===== src/wpil_params.svh =====
// Constants for the wake-up port interrupt logic.
// Assumes inclusion by bare name from the package and modules.
`ifndef WPIL_PARAMS_SVH
`define WPIL_PARAMS_SVH

`define WPIL_CLK_HZ 10000000
`define WPIL_TIMEOUT_MS 7
// Bus grant timeout, longest time rounds down
`define WPIL_TIMEOUT_CYC ((`WPIL_CLK_HZ / 1000) * `WPIL_TIMEOUT_MS)
`define WPIL_PORT_DEFAULT 16'h0100
`define WPIL_HOST_LEVEL_DEFAULT 3'h5
`define WPIL_APB_CTRL 12'h000
`define WPIL_APB_STATUS 12'h004
`define WPIL_APB_MASK 12'h008
`define WPIL_APB_IOSTAT 12'h00C
`define WPIL_APB_HOSTIRQ 12'h010
`define WPIL_NSRC 8
`define WPIL_BIT_WAKE 0
`define WPIL_BIT_TIMER 1
`define WPIL_BIT_DMA 2
`define WPIL_BIT_IOSYS 3
`define WPIL_BIT_NMI 4
`define WPIL_BIT_ATTN 5
`define WPIL_BIT_TMO 6
`define WPIL_BIT_PFAIL 7
`define WPIL_CTRL_RESUME 0
`define WPIL_CTRL_HOSTREQ 1
`define WPIL_NIO 4
`define WPIL_IO_ECC 3

`endif


===== src/wpil_pkg.sv =====
// Types of the wake-up port interrupt logic.
// Assumes the params header is on the include path.
`include "wpil_params.svh"
package wpil_pkg;
   typedef enum logic [1:0] {wpil_run, wpil_halt} wpil_run_t;
   typedef logic [15:0] wpil_addr_t;
endpackage


===== src/wpil_io_if.sv =====
// Interface carrying I/O system requests to the main module.
// Assumes one clock domain shared by both ends.
`timescale 1ns/1ps
interface wpil_io_if;
   logic [3:0] req;
   logic [3:0] pend;
   logic [3:0] ack;
   modport src (output pend, input req, input ack);
   modport dst (input pend, output req, output ack);
endinterface


===== src/wpil_iosys_irq.sv =====
// I/O system interrupt unit: four sticky request inputs.
// Assumes synchronous level inputs; acks are one-cycle pulses.
`timescale 1ns/1ps
`include "wpil_params.svh"
module wpil_iosys_irq
   import wpil_pkg::*;
(
   input wire logic clk_i,
   input wire logic reset_n_i,
   wpil_io_if.src io
);
   logic [`WPIL_NIO-1:0] pend;
   logic [`WPIL_NIO-1:0] next_pend;
   genvar g;
   generate
      for (g = 0; g < `WPIL_NIO; g = g + 1) begin : gen_src
         // Set wins over ack so no request is lost
         always_comb begin
            next_pend[g] = (pend[g] & ~io.ack[g]) | io.req[g];
         end
      end
   endgenerate
   always_ff @(posedge clk_i or negedge reset_n_i) begin
      if (!reset_n_i) begin
         pend <= '0;
      end else begin
         pend <= next_pend;
      end
   end
   assign io.pend = pend;
endmodule


===== src/wpil_top.sv =====
// Wake-up port and on-board interrupt logic with APB register access.
// Assumes host bus strobes and sources are synchronous to clk_i.
//
// Register access over APB and the placing of the registers were chosen for this implementation.
`timescale 1ns/1ps
`include "wpil_params.svh"
module wpil_top
   import wpil_pkg::*;
#(
   parameter int TIMEOUT_CYC = `WPIL_TIMEOUT_CYC
)
(
   input wire logic clk_i,
   input wire logic reset_n_i,
   input wire logic [15:0] port_strap_i,
   input wire logic io_space_width_strap_i,
   input wire logic pfail_enable_i,
   input wire logic host_io_write_i,
   input wire logic [15:0] host_io_addr_i,
   input wire logic [7:0] host_io_data_i,
   input wire logic [2:0] host_level_i,
   input wire logic timer_irq_i,
   input wire logic dma_irq_i,
   input wire logic error_nmi_i,
   input wire logic [2:0] periph_irq_i,
   input wire logic ecc_error_i,
   input wire logic bus_req_i,
   input wire logic bus_grant_i,
   input wire logic power_fail_i,
   input wire logic wake_ack_i,
   input wire logic [3:0] io_ack_i,
   input wire logic psel,
   input wire logic penable,
   input wire logic pwrite,
   input wire logic [11:0] paddr,
   input wire logic [31:0] pwdata,
   output logic [31:0] prdata,
   output logic pready,
   output logic pslverr,
   output logic cpu_irq_o,
   output logic cpu_nmi_o,
   output logic wake_pending_o,
   output logic [3:0] io_pending_o,
   output logic io_halt_o,
   output logic cpu_halt_o,
   output logic error_post_o,
   output logic [7:0] host_irq_n_o,
   output logic [7:0] wake_data_o
);
   ////////////////////////////////////////////////////////////////////////
   // State
   wpil_io_if io_bus();
   wpil_run_t run;
   wpil_run_t next_run;
   logic wake_pend, next_wake_pend;
   logic [7:0] wake_data, next_wake_data;
   logic [`WPIL_NSRC-1:0] status, next_status;
   logic [`WPIL_NSRC-1:0] mask, next_mask;
   logic host_req, next_host_req;
   logic [2:0] level, next_level;
   logic level_loaded, next_level_loaded;
   logic cpu_halt, next_cpu_halt;
   logic err_post, next_err_post;
   logic [22:0] tmo_cnt, next_tmo_cnt;
   logic [31:0] rdata, next_rdata;
   logic slverr, next_slverr;
   logic nmi_lat, next_nmi_lat;
   logic pfail_q, next_pfail_q;
   ////////////////////////////////////////////////////////////////////////
   // Decode
   wpil_addr_t port_addr;
   logic port_hit, wake_wr, attn_wr, tmo_hit, pfail_rise, nmi_evt, resume;
   logic apb_wr, apb_rd;
   logic [`WPIL_NSRC-1:0] events;
   assign port_addr = port_strap_i;
   // Narrow space ignores upper eight bits of both host address and port strap
   always_comb begin
      if (io_space_width_strap_i) begin
         port_hit = (host_io_addr_i == port_addr);
      end else begin
         port_hit = (host_io_addr_i[7:0] == port_addr[7:0]);
      end
   end
   assign wake_wr = host_io_write_i & port_hit;
   // Channel 0 attention: data zero written to the port
   assign attn_wr = wake_wr & (host_io_data_i == 8'h00);
   assign tmo_hit = (tmo_cnt == 23'(TIMEOUT_CYC - 1)) & bus_req_i & ~bus_grant_i;
   assign pfail_rise = power_fail_i & ~pfail_q & pfail_enable_i;
   assign nmi_evt = attn_wr | tmo_hit | pfail_rise | error_nmi_i;
   assign resume = wake_wr & ~attn_wr;
   assign apb_wr = psel & penable & pwrite;
   // Read decoded in setup so data stands at the access edge
   assign apb_rd = psel & ~penable & ~pwrite;
   assign io_bus.req = {ecc_error_i, periph_irq_i};
   assign io_bus.ack = io_ack_i;
   always_comb begin
      events = '0;
      events[`WPIL_BIT_WAKE] = wake_wr;
      events[`WPIL_BIT_TIMER] = timer_irq_i;
      events[`WPIL_BIT_DMA] = dma_irq_i;
      events[`WPIL_BIT_IOSYS] = |io_bus.pend;
      events[`WPIL_BIT_NMI] = error_nmi_i;
      events[`WPIL_BIT_ATTN] = attn_wr;
      events[`WPIL_BIT_TMO] = tmo_hit;
      events[`WPIL_BIT_PFAIL] = pfail_rise;
   end
   wpil_iosys_irq u_iosys (
      .clk_i(clk_i),
      .reset_n_i(reset_n_i),
      .io(io_bus)
   );
   ////////////////////////////////////////////////////////////////////////
   // Next state
   always_comb begin
      next_wake_pend = (wake_pend & ~wake_ack_i) | wake_wr;
      next_wake_data = wake_wr ? host_io_data_i : wake_data;
      next_pfail_q = power_fail_i;
      next_nmi_lat = nmi_evt;
      next_tmo_cnt = (bus_req_i & ~bus_grant_i & ~tmo_hit) ? tmo_cnt + 23'h000001 : 23'h000000;
      next_run = run;
      next_cpu_halt = cpu_halt;
      next_err_post = err_post;
      if (resume) begin
         next_run = wpil_run;
         next_cpu_halt = 1'b0;
         next_err_post = 1'b0;
      end
      if (nmi_evt) begin
         next_run = wpil_halt;
      end
      if (tmo_hit) begin
         next_err_post = 1'b1;
      end
      if (pfail_rise) begin
         next_cpu_halt = 1'b1;
      end
      next_mask = mask;
      next_host_req = host_req;
      next_level = level;
      next_level_loaded = 1'b1;
      if (!level_loaded) begin
         next_level = host_level_i;
      end
      next_status = status;
      next_rdata = rdata;
      next_slverr = 1'b0;
      if (apb_wr) begin
         case (paddr)
            `WPIL_APB_STATUS: next_status = status & ~pwdata[`WPIL_NSRC-1:0];
            `WPIL_APB_MASK: next_mask = pwdata[`WPIL_NSRC-1:0];
            `WPIL_APB_CTRL: begin
               next_host_req = pwdata[`WPIL_CTRL_HOSTREQ];
               if (pwdata[`WPIL_CTRL_RESUME] && !nmi_evt) begin
                  next_run = wpil_run;
                  next_cpu_halt = 1'b0;
               end
            end
            `WPIL_APB_HOSTIRQ: next_level = pwdata[2:0];
            default: next_mask = mask;
         endcase
      end
      // Error flag decided in setup so it stands through the access cycle
      if (psel && !penable) begin
         case (paddr)
            `WPIL_APB_CTRL: next_slverr = 1'b0;
            `WPIL_APB_STATUS: next_slverr = 1'b0;
            `WPIL_APB_MASK: next_slverr = 1'b0;
            `WPIL_APB_HOSTIRQ: next_slverr = 1'b0;
            `WPIL_APB_IOSTAT: next_slverr = pwrite;
            default: next_slverr = 1'b1;
         endcase
      end
      // Set wins over the write-one clear
      next_status = next_status | events;
      if (apb_rd) begin
         case (paddr)
            `WPIL_APB_CTRL: next_rdata = {30'h00000000, host_req, run == wpil_halt};
            `WPIL_APB_STATUS: next_rdata = {24'h000000, status};
            `WPIL_APB_MASK: next_rdata = {24'h000000, mask};
            `WPIL_APB_IOSTAT: next_rdata = {20'h00000, wake_data, io_bus.pend};
            `WPIL_APB_HOSTIRQ: next_rdata = {29'h00000000, level};
            default: begin
               next_rdata = 32'h00000000;
               next_slverr = 1'b1;
            end
         endcase
      end
   end
   ////////////////////////////////////////////////////////////////////////
   // Registers
   always_ff @(posedge clk_i or negedge reset_n_i) begin
      if (!reset_n_i) begin
         run <= wpil_run;
         wake_pend <= 1'b0;
         wake_data <= 8'h00;
         status <= '0;
         mask <= '0;
         host_req <= 1'b0;
         level <= `WPIL_HOST_LEVEL_DEFAULT;
         level_loaded <= 1'b0;
         cpu_halt <= 1'b0;
         err_post <= 1'b0;
         tmo_cnt <= 23'h000000;
         rdata <= 32'h00000000;
         slverr <= 1'b0;
         nmi_lat <= 1'b0;
         pfail_q <= 1'b0;
      end else begin
         run <= next_run;
         wake_pend <= next_wake_pend;
         wake_data <= next_wake_data;
         status <= next_status;
         mask <= next_mask;
         host_req <= next_host_req;
         level <= next_level;
         level_loaded <= next_level_loaded;
         cpu_halt <= next_cpu_halt;
         err_post <= next_err_post;
         tmo_cnt <= next_tmo_cnt;
         rdata <= next_rdata;
         slverr <= next_slverr;
         nmi_lat <= next_nmi_lat;
         pfail_q <= next_pfail_q;
      end
   end
   ////////////////////////////////////////////////////////////////////////
   // Outputs
   // Access phase lasts one cycle; read data registered at setup
   assign pready = 1'b1;
   assign pslverr = psel & penable & slverr;
   assign prdata = rdata;
   assign cpu_irq_o = |(status & mask);
   assign cpu_nmi_o = nmi_lat;
   assign wake_pending_o = wake_pend;
   assign io_pending_o = io_bus.pend;
   assign io_halt_o = (run == wpil_halt);
   assign cpu_halt_o = cpu_halt;
   assign error_post_o = err_post;
   always_comb begin
      host_irq_n_o = 8'hFF;
      host_irq_n_o[level] = ~host_req;
   end
   assign wake_data_o = wake_data;
endmodule


===== config.mk =====
export PLATFORM = sky130hd
export DESIGN_NAME = wpil_top
export DESIGN_NICKNAME = d
export VERILOG_FILES = /design/src/wpil_pkg.sv /design/src/wpil_io_if.sv /design/src/wpil_iosys_irq.sv /design/src/wpil_top.sv
export VERILOG_INCLUDE_DIRS = /design/src /design/src/src
export SDC_FILE = /design/constraint.sdc
export NUM_CORES = 1
export LEC_CHECK = 0
export BUFFER_PORTS_ARGS = -buffer_cell sky130_fd_sc_hd__buf_4
export CELL_PAD_IN_SITES_DETAIL_PLACEMENT = 0
export CELL_PAD_IN_SITES_GLOBAL_PLACEMENT = 2
export CORE_MARGIN = 3
export CORE_UTILIZATION = 30
export DETAILED_ROUTE_END_ITERATION = 10
export GPL_TIMING_DRIVEN = 0
export PLACE_DENSITY = 0.86
export SKIP_LAST_GASP = 1
export SLEW_MARGIN = 10
export SYNTH_ARGS = -nofsm -noshare
export SYNTH_HDL_FRONTEND = slang
export SYNTH_SLANG_ARGS = --single-unit

===== constraint.sdc =====
create_clock -name clk_i -period 3 [get_ports clk_i]
set_input_delay 0.15 -clock clk_i [delete_from_list [all_inputs] [get_ports clk_i]]
set_output_delay 0.15 -clock clk_i [all_outputs]
set_load 0.1 [all_outputs]

After elaboration in Yosys (flattened, before gate mapping)
Cells that the tools add are included.
Storage, ports and cells
  memories kept: 0
  memory bits (read-only): 0
  bits in registers: 96
  bits in latches: 0
  RAM bits: 0
Operators by class
  $add $sub $neg: 1
  $lt $le $gt $ge: 2
  equality and inequality tests: 8
  shifts and indexed selects: 0
  reductions and logical operators: 14
  multiply operators: 0
  divide/modulo/power cells: 0
  bitwise logic cells: 45
  multiplexer cells: 26
Operators with widths (number)
  12-bit one-hot mux with 5 select lines: 1
  12-bit by 4-bit equality test with 1-bit output (second input constant): 2
  23-bit by 1-bit adder with 23-bit output (second input constant): 1
  23-bit by 17-bit equality test with 1-bit output (second input constant): 1
  23-bit two-way mux: 1
  1-bit bitwise AND: 19
  8-bit bitwise AND: 2
  16-bit equality test: 1
  8-bit two-way mux: 2
  8-bit NOT: 2
  8-bit OR: 2
  12-bit by 3-bit equality test with 1-bit output (second input constant): 1
  12-bit by 5-bit equality test with 1-bit output (second input constant): 1
  12-bit zero test: 1
  1-bit two-way mux: 12
  1-bit NOT: 12
  2-bit two-way mux: 5
  3-bit two-way mux: 3
  8-bit equality test: 1
  8-bit zero test: 1
  1-bit OR: 8
  4-bit OR reduction: 2
  8-bit OR reduction: 1
  5-bit OR reduction: 1
  9 further kinds: 13

Logic depth before layout (Yosys ltp)
Gate-level depths: netlist of run 1.
  depth in word-level cells: 12
  mapped depth: 8
  mapped depth without buffers: 6

Hierarchy
A second synthesis of run 1 with hierarchy kept.
Unflattened totals
  cells, all modules: 380
  area, all modules: 3988.8 um^2
Modules (own cells, without submodules)
  wpil_top: cells an instance 368, seq. area each 1804.2 um^2, times used 1, area an instance 3843.7 um^2
  wpil_iosys_irq: cells an instance 12, seq. area each 100.1 um^2, times used 1, area an instance 145.1 um^2

Worst setup path before layout of run 1
Ideal clock, no wire load.
  path kind: register to register
  start: register run[1]
  end: register rdata[0], in the netlist prdata[0]
  setup slack: 434 ps
  data arrival time: 2484 ps
  period minus slack after synthesis: 2566 ps
  required time: 2917 ps
  stages on the path, launching flop included: 6
  cell sequence: dfrtp_1 -> nor2b_1 -> mux4_2 -> nor2b_1 -> a31oi_1 -> o21ai_0
Between the ends
  longest elaborated chain between the ends: 2
Ends and longest elaborated chain
  start, declared: RTL line wpil_top.sv:53  | wpil_run_t run;
  start signal, assigned: RTL line wpil_top.sv:193  | run <= wpil_run;
  start signal, assigned: RTL line wpil_top.sv:209  | run <= next_run;
  2-bit by 1-bit equality test with 1-bit output
  net io_halt_o: RTL line wpil_top.sv:44  | output logic io_halt_o,
  12-bit one-hot mux with 5 select lines: RTL line wpil_top.sv:176  | case (paddr)
  end signal, assigned: RTL line wpil_top.sv:220  | rdata <= next_rdata;
  end, declared: RTL line wpil_top.sv:65  | logic [31:0] rdata, next_rdata;
The timed path passes the listed nets, and every way through them passes these cells.
A chain may end at the register's enable or synchronous reset.

Final worst setup path of run 1
  start: register tmo_cnt[0]
  end: register tmo_cnt[10]
Between the ends
  longest elaborated chain between the ends: 6
  elaborated cells on any way between the ends: 7
  classes of those cells: add/sub (1); eq/ne (1); mux (1); bitwise (4)
Ends and longest elaborated chain
  start, declared: RTL line wpil_top.sv:64  | logic [22:0] tmo_cnt, next_tmo_cnt;
  start signal, assigned: RTL line wpil_top.sv:219  | tmo_cnt <= next_tmo_cnt;
  parallel branches: the longest is 5 deep, another holds 23-bit by 1-bit adder with 23-bit output
  23-bit two-way mux (*): RTL line wpil_top.sv:119  | next_tmo_cnt = (bus_req_i & ~bus_grant_i & ~tmo_hit) ? tmo_cnt + 23'h000001 : 23'h000000;
  net next_tmo_cnt[10]: RTL line wpil_top.sv:64
Mark *: on every way through the listed nets, which the timed path passes.

==> reports/summary.md, run 1 <==
The number of I/O port buffers is 123. The library cells used most frequently in the layout, excluding fill and tap cells, are buf_4 (144), dfrtp_1 (74), nor2_1 (45). 170 I/O pins were placed.

The buffering stage count on the worst path with inverters included came out at 2. The clock passes through at most 2 buffers. In this run the power spent charging and discharging nets is 755 uW. The worst relative slew slack was 0.356; the clock slew at the register clock pins of the worst setup and hold paths was 60 ps. After detailed routing, the average wire length per cell comes to 14.8 um.

The worst path needs 1950 ps of the cycle, external delays included. The clock reaches the later pin of the worst-skew pair after 340 ps. Portion of the clock cycle consumed by the worst path in the final layout: 0.651. The run gives -39.4 ps as the final-layout worst hold slack. The critical path goes through ha_1 > and3_1 > nand4_1 > nor2_1 > or3b_1 > buf_2 > buf_6 > nor2_1. The run gives 3344 as the via count of the first global-routing pass.

The final layout contains 666 nets. For the pin with the worst max-slew slack, the measured transition is 967 ps. The logs give 0.147 for the overall track demand over capacity in global routing and 0 for the number of endpoints failing setup at the final stage. The number of max-slew violations in the final report is 0.

TritonCTS built the clock tree. The tools report the cell at the root of the clock tree as clkbuf_16. The flow ran to the end, but the final reports show violations. In the routed design, unresolved DRC markers number 0. Summing all flip-flop and latch instances after layout gives 0.00190 mm^2. The logs give 0 for the number of warnings reported in the yosys synthesis log and 0 for the number of antenna repair diodes. The routed via count divided by cell count works out to 4.60. The data required time at the worst endpoint was 3270 ps; the area of the mapped netlist was 0.00400 mm^2. The tools report the pre-CTS worst setup slack as 1050 ps. The number of distinct library cell variants in the gate-level netlist after synthesis was 53.

The number of detailed-route iterations in the first pass came out at 4. The run gives 1050 ps as the slack of the critical path. Total core area: 0.0128 mm^2.

The layout cell share with drive strength beyond 1 is 0.354. Combined area of the multi-input logic cells: 0.00191 mm^2. Counting stages on the worst path, the most repeated cell is nor2_1. In this run the power density over the cells is 455 mW/mm^2.

Along the worst path, the maximum fanout reaches 10. For this design, the sink count on the clock tree is 76. Entering global routing, the biggest net connects 77 pins. The critical path endpoint category was a register. The worst setup path is of the reg -> reg kind. The run gives 0.398 as the part of the total power dissipated in the clock network. In the synthesized netlist the dominant register cell turns out to be dfrtp_1.

The logs give 0.252 mV for the maximum resistive drop on vdd and 1050 ps for the slack of the worst reg-to-reg path. Number of placed instances, taps included: 707. For the final routed database, the setup TNS stands at 0 ps. The tools report the leakage power as 0.00264 uW.

The number of buffers inserted to repair setup after CTS is 0. The run gives 150 as the DRC violation total after the first TritonRoute iteration. The tools report the via count as 3367. At the end of routability-driven placement, the weighted congestion stood at 0.789.

The HPWL after detailed placement is 8.48 mm. Counting flops and latches in the post-synthesis netlist gives 76. Derived from the worst setup path, the maximum achievable clock frequency is 0.512 GHz. The H-tree was split into 3 levels. The total wire length after detailed routing was 10.8 mm; the post-synthesis sequential area ratio was 0.476. The part of the total power dissipated in sequential elements came out at 0.420.

Die width: 121 um. The antenna violation net count after detailed routing came out at 0. The internal power consumption is 1790 uW. The tools report the final count of hold timing violations as 49.

The residual overflow from global routing was 0. After filler insertion, the fill cell instance count of the layout stands at 1295. The tools report the synthesized instance count as 392. Proportion of register bits with asynchronous set or reset after synthesis: 1.00. The clock skew was 10.6 ps; the synthesis-to-layout area growth was 39.6%.

Buffers inserted during clock tree synthesis total 9. Excluding fillers, the count of instances in the completed layout stands at 732. Row generation in the floorplan step produced 41 rows. Leading cell type in the layout, fill and taps excluded: buf_4. The first global-routing pass estimated 17.0 mm of wire.

Effective utilization at floorplan: 0.312. The cell at the slowest stage of the critical path is dfrtp_1. The worst stage delay on the critical path was 410 ps; the number of enable flip-flop cells after synthesis was 0. The share of total power in combinational logic came out at 0.181. The run gives 0 as the initial antenna violation count. For the die footprint, the log shows 0.0147 mm^2. Setup repair after global routing left no endpoint under its margin.

In this design, the largest share of critical-path delay is due to simple AND/OR/NAND/NOR gates. The floorplan step set the die height to 121 um. The net switching fraction of the power is 0.297.

The class of the tightest hold or removal check was in -> async. Power comes to 2540 uW. Mean instance size in the synthesized netlist: 10.2 um^2. The checks that failed: hold timing. The tools report the critical path launch point type as a register. Data arrives at the worst endpoint at 2220 ps. Gates resized during post-CTS repair numbered 0.

The tool flagged a number of max-cap violations equal to 0.
## state kept, by name (all words and copies together), names as in the netlist
| name | cells |
|---|---|
| prdata | 12 |
| cpu_nmi_o | 1 |
| run | 2 |
| wake_pending_o | 1 |
| pfail_q | 1 |
| cpu_halt_o | 1 |
| mask | 8 |
| level_loaded | 1 |
| error_post_o | 1 |
| wake_data_o | 8 |
| slverr | 1 |
| status | 8 |
| level | 3 |
| host_req | 1 |
| u_iosys.io.pend | 4 |
| tmo_cnt | 23 |
## power groups by stage
stage / Sequential, uW / Clock (uW) / Combinational [uW]
finish: 1070 / 1010 / 461
global route: 1070 / 1080 / 490
CTS: 1070 / 1040 / 464
detailed placement: 1090 / 0 / 453
global placement: 1090 / 0 / 450
floorplan: 1150 / 0 / 225
## final timing paths
| path | startpoint | endpoint | cells past startpoint |
|---|---|---|---|
| worst max-delay path | tmo_cnt[0] | tmo_cnt[10] | 8 |
| worst min-delay path | reset_n_i | prdata[8] | 1 |
| worst max register to register | tmo_cnt[0] | tmo_cnt[10] | 8 |
| max in group asynchronous | reset_n_i | tmo_cnt[4] | 1 |
| worst min register to register | prdata[7] | prdata[7] | 2 |
| min in group clk_i | error_nmi_i | status[4] | 2 |
## synth_stat cells (2+ instances only)
master / instances / area (um^2)
nor4bb_1: 2 / 20.0
or3b_1: 2 / 17.5
buf_4: 21 / 158
conb_1: 2 / 7.51
a21o_1: 12 / 90.1
nand4_1: 12 / 75.1
nor2_1: 45 / 169
a31oi_1: 2 / 12.5
mux2i_1: 10 / 100
and3_1: 4 / 25.0
a22oi_1: 4 / 30.0
nand3_1: 16 / 80.1
dfstp_2: 2 / 52.6
xnor2_1: 21 / 184
mux2_2: 17 / 191
a21oi_1: 13 / 65.1
dfrtp_1: 74 / 1850
and4_1: 3 / 26.3
a22o_1: 4 / 35.0
buf_6: 2 / 22.5
nor3_1: 5 / 25.0
o21ai_0: 9 / 45.0
or4_1: 2 / 15.0
or2_2: 2 / 12.5
inv_1: 9 / 33.8
nand2_1: 33 / 124
nor3_2: 2 / 20.0
nor4b_1: 4 / 35.0
buf_2: 7 / 35.0
nor2b_1: 7 / 43.8
nor4_1: 4 / 25.0
xor2_1: 16 / 140
nand4b_1: 2 / 17.5
clkbuf_1: 2 / 7.51
nand3b_1: 2 / 15.0
## worst register-to-register path, cell delays in order (launching register included)
cell	delay [ps]
dfrtp_1	410
ha_1	250
and3_1	230
nand4_1	120
nor2_1	110
or3b_1	350
buf_2	170
buf_6	150
nor2_1	110
## layer usage
layer	up-vias	share of wire	global-route usage	wire length (um)
li1	1663	-	-	-
met1	1600	0.43	0.186	4700
met2	91	0.50	0.249	5430
met3	13	0.049	0.0350	529
met4	0	0.016	0.0427	176
met5	-	0	0	0
## metrics by stage
stage / cell area (um^2) / util
final: 5580 / 0.435
after global routing: 5580 / 0.435
after CTS: 5580 / 0.435
after detailed placement: 5210 / 0.406
after global placement: 5210 / 0.406
after floorplan: 4070 / -
## layout make-up
type                            instances  share of cell area
Clock inverter                          6             0.00717
Timing Repair Buffer                  132               0.182
Tap cell                              172              0.0386
Sequential cell                        76               0.341
Inverter                                9             0.00605
Clock buffer                           10              0.0428
Multi-Input combinational cell        295               0.343
Buffer                                 32              0.0399
## cell families after synthesis
logic type,count (synthesis),synth area share
other,2,0.00188
xor gates and xnor gates,37,0.0811
adders and majority gates,1,0.00313
DFF,76,0.476
and+or+nand+nor,156,0.212
muxes,28,0.0786
AOI/OAI and AO/OA,51,0.0829
buffers and inverters,41,0.0642
## what timing repair did
| item | 4_1_cts | 5_1_grt |
|---|---|---|
| endpoints found under the hold margin | 9 | 0 |
| hold buffers | 9 | 0 |
| setup endpoints to repair | 0 | 0 |
No activity file was read; power rests on OpenSTA's default activity.
==> run 2: changes to the inputs <==
--- a/config.mk
+++ b/config.mk
@@ -10,10 +10,10 @@
 export CELL_PAD_IN_SITES_DETAIL_PLACEMENT = 0
 export CELL_PAD_IN_SITES_GLOBAL_PLACEMENT = 2
 export CORE_MARGIN = 3
-export CORE_UTILIZATION = 30
+export CORE_UTILIZATION = 25
 export DETAILED_ROUTE_END_ITERATION = 10
 export GPL_TIMING_DRIVEN = 0
-export PLACE_DENSITY = 0.86
+export PLACE_DENSITY = 0.76
 export SKIP_LAST_GASP = 1
 export SLEW_MARGIN = 10
 export SYNTH_ARGS = -nofsm -noshare
==> constraint.sdc (replaced) <==
create_clock -name clk_i -period 1.6 [get_ports clk_i]
set_input_delay 0.08 -clock clk_i [delete_from_list [all_inputs] [get_ports clk_i]]
set_output_delay 0.08 -clock clk_i [all_outputs]
set_load 0.1 [all_outputs]
==> run 2 against run 1 <==
Against the previous run:
- the run ends with setup timing left
- via count increased by 4.2%
- fmax increased by 11%
- first-iteration DRC count decreased by 16%
- sequential share of layout area shrank 3.7 points
- non-clock buffer count grew 26
- clock power grew 120%
- register-to-register slack got worse by 1200 ps
- critical endpoint is now tmo_cnt[13]
- largest power group is now the clock network
==> reports/summary.md, run 2 (synthesis results as in run 1) <==
The flow ran to the end, but the final reports show violations. Violated checks: setup timing (was hold timing). The class of the tightest hold or removal check was in -> reg (was in -> async).

Cells along the critical path: ha_2 > and3_4 > nand4_1 > nor2_2 > or3b_4 > clkbuf_16 > nor2_4 (was ha_1 > and3_1 > nand4_1 > nor2_1 > or3b_1 > buf_2 > buf_6 > nor2_1). For the number of primary I/O pins, the log shows 170 (unchanged). The tools report the power after layout as 5190 uW (was 2540 uW). The run gives 8.84 mm (was 8.48 mm) as the detailed-placement wirelength estimate.

The average routed wire per standard cell is 15.1 um (was 14.8 um). The category of the most critical setup path was reg -> reg (unchanged). The latest clock arrival within the worst-skew pair came out at 340 ps (about the same).

The cell at the root of the clock tree is clkbuf_16 (unchanged). The post-route minimum period works out to 1760 ps (was 1950 ps). The tools report the H-tree depth as 3 (unchanged).

For the cell area after placement, the log shows 0.00528 mm^2 (was 0.00521 mm^2). The biggest fanout along the worst timing path works out to 7 (was 10). Final count of hold timing violations: 0 (was 49). The kind of cell adding the most delay to the critical path is simple AND/OR/NAND/NOR gates (unchanged). The buffering stage count on the worst path with inverters included was 1 (was 2). The maximum number of pins on one net before global-route repair is 77 (unchanged), and the count of clock tree sinks is 76 (unchanged). The run gives 2 (unchanged) as the deepest clock path buffer count. The tools report the via count as 3510 (was 3367).

The number of antenna repair diodes came out at 0 (unchanged). The worst stage delay on the critical path works out to 470 ps (was 410 ps). The slack of the worst reg-to-reg path was -160 ps (was 1050 ps); the total wire length after detailed routing was 12.1 mm (was 10.8 mm). For the number of nets at the end of the flow, the log shows 692 (was 666). The portion of the clock cycle consumed by the worst path in the final layout is 1.10 (was 0.651). The die footprint was 0.0175 mm^2 (was 0.0147 mm^2). The tools report the critical path launch point type as a register (unchanged). The run gives 0.00282 uW (was 0.00264 uW) as the leakage power.

The clock slew at the register clock pins of the worst setup and hold paths works out to 60 ps (about the same). Register containing the most flip-flops in the final layout: tmo_cnt (unchanged). Number of endpoints failing setup at the final stage: 23 (was 0). The initial antenna violation count was 0 (unchanged); the maximum resistive drop on vdd was 0.570 mV (was 0.252 mV). The worst relative slew slack was 0.333 (was 0.356).

Setup repair after global routing could not meet its margin everywhere. The pre-CTS worst setup slack came out at -342 ps (was 1050 ps). Height of the die: 132 um (was 121 um). The run gives 0 (unchanged) as the number of max-slew violations in the final report. Commonest cells after routing, fill and taps aside: buf_4 (151), dfrtp_1 (69), nand2_1 (33) (was buf_4 (144), dfrtp_1 (74), nor2_1 (45)).

The logs give 4 (unchanged) for the number of detailed-route iterations in the first pass and 9 (unchanged) for the number of buffers added by the clock tree synthesis step. The global placement routability congestion is 0.786 (was 0.789). The DRC violation total after the first TritonRoute iteration came out at 126 (was 150). The run gives -158 ps (was 1050 ps) as the slack of the critical path. The wire length of the first global-routing pass came out at 18.9 mm (was 17.0 mm). For the via count of the first global-routing pass, the log shows 3585 (was 3344). The worst path arrival time came out at 2030 ps (was 2220 ps). The run gives 0.00627 mm^2 (was 0.00558 mm^2) as the final non-filler cell area. The leading cell type in the layout, fill and taps excluded was buf_4 (unchanged). Top achievable clock speed: 0.569 GHz (was 0.512 GHz).

The cell area power density works out to 827 mW/mm^2 (was 455 mW/mm^2). Clock skew: 3.87 ps (was 10.6 ps). The layout cell share with drive strength beyond 1 was 0.432 (was 0.354); the actual slew at the worst max-slew pin was 1000 ps (was 967 ps). The logs give 0 (unchanged) for the total DRC errors in the routed layout and 1880 ps (was 3270 ps) for the data required time at the worst endpoint.

The antenna violation net count after detailed routing is 0 (unchanged), and the routed via count divided by cell count is 4.40 (was 4.60). Effective utilization at floorplan: 0.259 (was 0.312). The number of flip-flops in the largest register was 23 (unchanged). The critical path endpoint category was a register (unchanged). Cell at the slowest stage of the critical path: or3b_4 (was dfrtp_1). For the number of placement rows, the log shows 45 (was 41). The overall track demand over capacity in global routing came out at 0.134 (was 0.147). The residual overflow from global routing came out at 0 (unchanged). The total negative slack for setup checks is -3140 ps (was 0 ps). The die width came out at 132 um (was 121 um). Count of filler cells inserted in the layout: 1546 (was 1295). TritonCTS built the clock tree. The total core area was 0.0154 mm^2 (was 0.0128 mm^2). The synthesis-to-layout area growth is 56.9% (was 39.6%), and the number of I/O port buffers is 123 (unchanged). Max capacitance violation total: 0 (unchanged).
-- run 2: path summary, 6_finish.rpt --
kind / cells after the start / from / end
hold / removal: 2 / pwdata[1] / mask[1]
setup reg to reg: 7 / tmo_cnt[1] / tmo_cnt[13]
max in group asynchronous: 2 / reset_n_i / u_iosys.io.pend[2]
hold reg to reg: 2 / prdata[7] / prdata[7]
setup / recovery: 7 / tmo_cnt[1] / tmo_cnt[13]
min in group asynchronous: 2 / reset_n_i / tmo_cnt[9]
-- run 2: metrics by stage --
step                      utilization  hold slack [ps]  cells
after floorplan                     -             -216    412
after global placement          0.342              200    746
after detailed placement        0.342              202    746
after CTS                       0.392             1.07    796
after global routing            0.407             7.55    797
final                           0.407             13.7    797
-- run 2: layout make-up --
type,instances,area (um^2),share of cell area
Clock buffer,9,225,0.0359
Timing Repair Buffer,159,1300,0.207
Multi-Input combinational cell,295,2210,0.353
Buffer,31,225,0.0359
Clock inverter,7,100,0.0160
Tap cell,211,264,0.0421
Inverter,9,33.8,0.00539
Sequential cell,76,1910,0.305
-- run 2: repair_timing --
action / in CTS / in global routing
endpoints found under the setup margin: 27 / 30
cloned: 1 / 1
buffers inserted: 8 / 1
hold endpoints to repair: 100 / 0
hold buffers: 26 / 0
resized for setup: 29 / 42
pin swaps: 15 / 22
-- run 2: worst reg2reg max path, stage by stage (launching register included) --
cell and delay (ps):
dfrtp_1 380, ha_2 200, and3_4 180, nand4_1 120, nor2_2 60, or3b_4 470, clkbuf_16 210, nor2_4 70
-- run 2: power by group --
part	switching (uW)	total (uW)	internal [uW]
Sequential	41.5	2000	1960
Clock	860	2230	1370
Combinational	600	951	351
-- run 2: routing by layer --
metal / vias up / share of wire / GRT usage
li1: 1709 / - / -
met1: 1696 / 0.43 / 0.172
met2: 92 / 0.50 / 0.222
met3: 13 / 0.050 / 0.0331
met4: 0 / 0.015 / 0.0410
met5: - / 0 / 0
==> run 3: changes to the inputs <==
--- a/config.mk
+++ b/config.mk
@@ -8,12 +8,12 @@
 export LEC_CHECK = 0
 export BUFFER_PORTS_ARGS = -buffer_cell sky130_fd_sc_hd__buf_4
 export CELL_PAD_IN_SITES_DETAIL_PLACEMENT = 0
-export CELL_PAD_IN_SITES_GLOBAL_PLACEMENT = 2
+export CELL_PAD_IN_SITES_GLOBAL_PLACEMENT = 1
 export CORE_MARGIN = 3
-export CORE_UTILIZATION = 25
+export CORE_UTILIZATION = 32
 export DETAILED_ROUTE_END_ITERATION = 10
 export GPL_TIMING_DRIVEN = 0
-export PLACE_DENSITY = 0.76
+export PLACE_DENSITY = 0.77
 export SKIP_LAST_GASP = 1
 export SLEW_MARGIN = 10
 export SYNTH_ARGS = -nofsm -noshare
==> run 3 against run 2 <==
Against the previous run:
- the flow still finishes with violations (setup timing)
- via count increased by 0.77%
- sequential share of layout area grew 1.0 points
- non-clock buffer count increased by 3
- critical path type unchanged
- hold slack about the same
- die area fell by 21%
- sequential cell count unchanged
- clock power shrank 6%
==> reports/summary.md, run 3 (synthesis results as in run 1) <==
Overall track demand over capacity in global routing: 0.163 (was 0.134). The category of the most critical setup path was reg -> reg (unchanged). The average routed wire per standard cell is 14.8 um (was 15.1 um), and the cell area after placement is 0.00523 mm^2 (was 0.00528 mm^2).

For the maximum resistive drop on vdd, the log shows 0.692 mV (was 0.570 mV). The cell at the root of the clock tree is clkbuf_16 (unchanged). The global placement routability congestion is 0.821 (was 0.786). The actual slew at the worst max-slew pin works out to 967 ps (was 1000 ps).

For the total wire length after detailed routing, the log shows 11.2 mm (was 12.1 mm). Class of the tightest hold or removal check: in -> reg (unchanged). TritonCTS built the clock tree.

The logs give 3 (unchanged) for the H-tree depth and 0 (unchanged) for the antenna violation net count after detailed routing. The tools report the critical path endpoint category as a register (unchanged). The tools report the die footprint as 0.0139 mm^2 (was 0.0175 mm^2). The number of I/O port buffers was 123 (unchanged). The biggest fanout along the worst timing path was 7 (unchanged); the number of cells on the worst reg-to-reg path was 7 (unchanged). The total negative slack for setup checks is -2360 ps (was -3140 ps), and the combined area of the multi-input logic cells is 0.00210 mm^2 (was 0.00221 mm^2).

The tools report the clock skew as 6.41 ps (was 3.87 ps). The run gives 0 (unchanged) as the max capacitance violation total. The logs give 5020 uW (was 5190 uW) for the power after layout and 0.501 (was 0.407) for the final core utilization.

The height of the die was 118 um (was 132 um). The number of cells on the worst hold path was 3 (was 2); the die width was 118 um (was 132 um). Total core area: 0.0121 mm^2 (was 0.0154 mm^2). The number of flip-flops in the largest register came out at 23 (unchanged). The DRC violation total after the first TritonRoute iteration is 78 (was 126). The cell area power density was 828 mW/mm^2 (was 827 mW/mm^2). The latest clock arrival within the worst-skew pair came out at 340 ps (about the same). The via count was 3537 (was 3510).

The run gives 3565 (was 3585) as the via count of the first global-routing pass. The tools report the slack of the critical path as -127 ps (was -158 ps). Area of all sequential standard cells: 0.00191 mm^2 (about the same).

Commonest cells after routing, fill and taps aside: buf_4 (155), dfrtp_1 (71), nand2_1 (33) (was buf_4 (151), dfrtp_1 (69), nand2_1 (33)). The number of max-slew violations in the final report was 0 (unchanged). The effective utilization at floorplan was 0.330 (was 0.259). The clock slew at the register clock pins of the worst setup and hold paths was 70 ps (was 60 ps); the worst relative slew slack was 0.356 (was 0.333). For the leakage power, the log shows 0.00282 uW (about the same). The tools report the data required time at the worst endpoint as 1870 ps (was 1880 ps). Setup repair after global routing could not meet its margin everywhere. The wire length of the first global-routing pass was 18.3 mm (was 18.9 mm); the deepest clock path buffer count was 2 (unchanged).

Leading cell type in the layout, fill and taps excluded: buf_4 (unchanged). Synthesis-to-layout area growth: 51.7% (was 56.9%). For the number of buffers added by the clock tree synthesis step, the log shows 9 (unchanged). The number of endpoints failing setup at the final stage was 22 (was 23); the top achievable clock speed was 0.579 GHz (was 0.569 GHz). The initial antenna violation count is 0 (unchanged), and the post-route minimum period is 1730 ps (was 1760 ps).

The residual overflow from global routing was 0 (unchanged). The final count of hold timing violations was 0 (unchanged). The tools report the critical path launch point type as a register (unchanged). Count of clock tree sinks: 76 (unchanged). The number of nets at the end of the flow is 695 (was 692).

The final non-filler cell area was 0.00606 mm^2 (was 0.00627 mm^2); the number of placement rows was 40 (was 45). The tools report the worst path arrival time as 2000 ps (was 2030 ps). The detailed-placement wirelength estimate was 8.17 mm (was 8.84 mm); the routed via count divided by cell count was 4.67 (was 4.40).

The portion of the clock cycle consumed by the worst path in the final layout was 1.08 (was 1.10). The register containing the most flip-flops in the final layout is tmo_cnt (unchanged). For the total DRC errors in the routed layout, the log shows 0 (unchanged). The number of antenna repair diodes was 0 (unchanged). Violated checks: setup timing (unchanged). The tools report the number of detailed-route iterations in the first pass as 4 (unchanged). The layout cell share with drive strength beyond 1 was 0.423 (was 0.432); the number of primary I/O pins was 170 (unchanged). The run finished, with violations left. Count of filler cells inserted in the layout: 1173 (was 1546).

The tools report the maximum number of pins on one net before global-route repair as 77 (unchanged).
==> run 3: cell count changes in the layout (fill, tap and decap cells not counted), moves of 3 or more <==
cell	change
xor2_2	-3
nor2_4	-13
nor2_2	+11
xor2_1	+3
buf_6	+4
buf_4	+4
==> run 3: worst paths after layout <==
kind,startpoint,endpoint,slack [ps]
max in group asynchronous,reset_n_i,u_iosys.io.pend[3],500
min reg2reg,prdata[6],prdata[6],490
min,io_ack_i[2],u_iosys.io.pend[2],10
max,tmo_cnt[1],tmo_cnt[6],-130
min in group asynchronous,reset_n_i,host_req,440
max reg2reg,tmo_cnt[1],tmo_cnt[6],-130
==> run 3: cell type report <==
cell class,instances,area share
timing repair buffer,162,0.213
multi-input combinational,295,0.346
clock buffer,9,0.0371
clock inverter,7,0.0138
sequential,76,0.315
inverter,9,0.00557
tap,168,0.0347
buffer,31,0.0359
==> run 3: through the flow <==
stage	cells	hold WS, ps	setup slack (ps)
after global routing	757	11.1	-187
after global placement	703	198	-351
after CTS	751	1.93	-147
after floorplan	412	-216	-79.8
after detailed placement	703	202	-340
final	757	13.4	-127
==> run 3: report_power, final <==
group | internal [uW] | total (uW) | switching, uW | leakage, uW
Sequential | 1960 | 2000 | 41.5 | 0.000991
Clock | 1230 | 2090 | 862 | 0.000148
Combinational | 337 | 926 | 588 | 0.00168
Total | 3530 | 5020 | 1490 | 0.00282
==> run 3: worst max-delay path, stage by stage (launching register included) <==
cell	delay, ps
dfrtp_1	380
ha_2	200
and3_4	180
nand4_1	160
nor2_4	60
or3b_4	440
buf_6	170
nor2_4	80
==> run 3: repair_timing <==
item	CTS	global route
hold endpoints to repair	101	0
buffers inserted	6	7
pin swaps	21	8
gates cloned	2	0
endpoints found under the setup margin	27	31
gates resized for setup	23	25
hold buffers	25	0
==> run 3: per-layer routing <==
layer	global-route usage	vias to the layer above	wire length, um
li1	-	1721	-
met1	0.204	1698	4620
met2	0.280	107	5790
met3	0.0442	11	660
met4	0.0374	0	133
met5	0	-	0
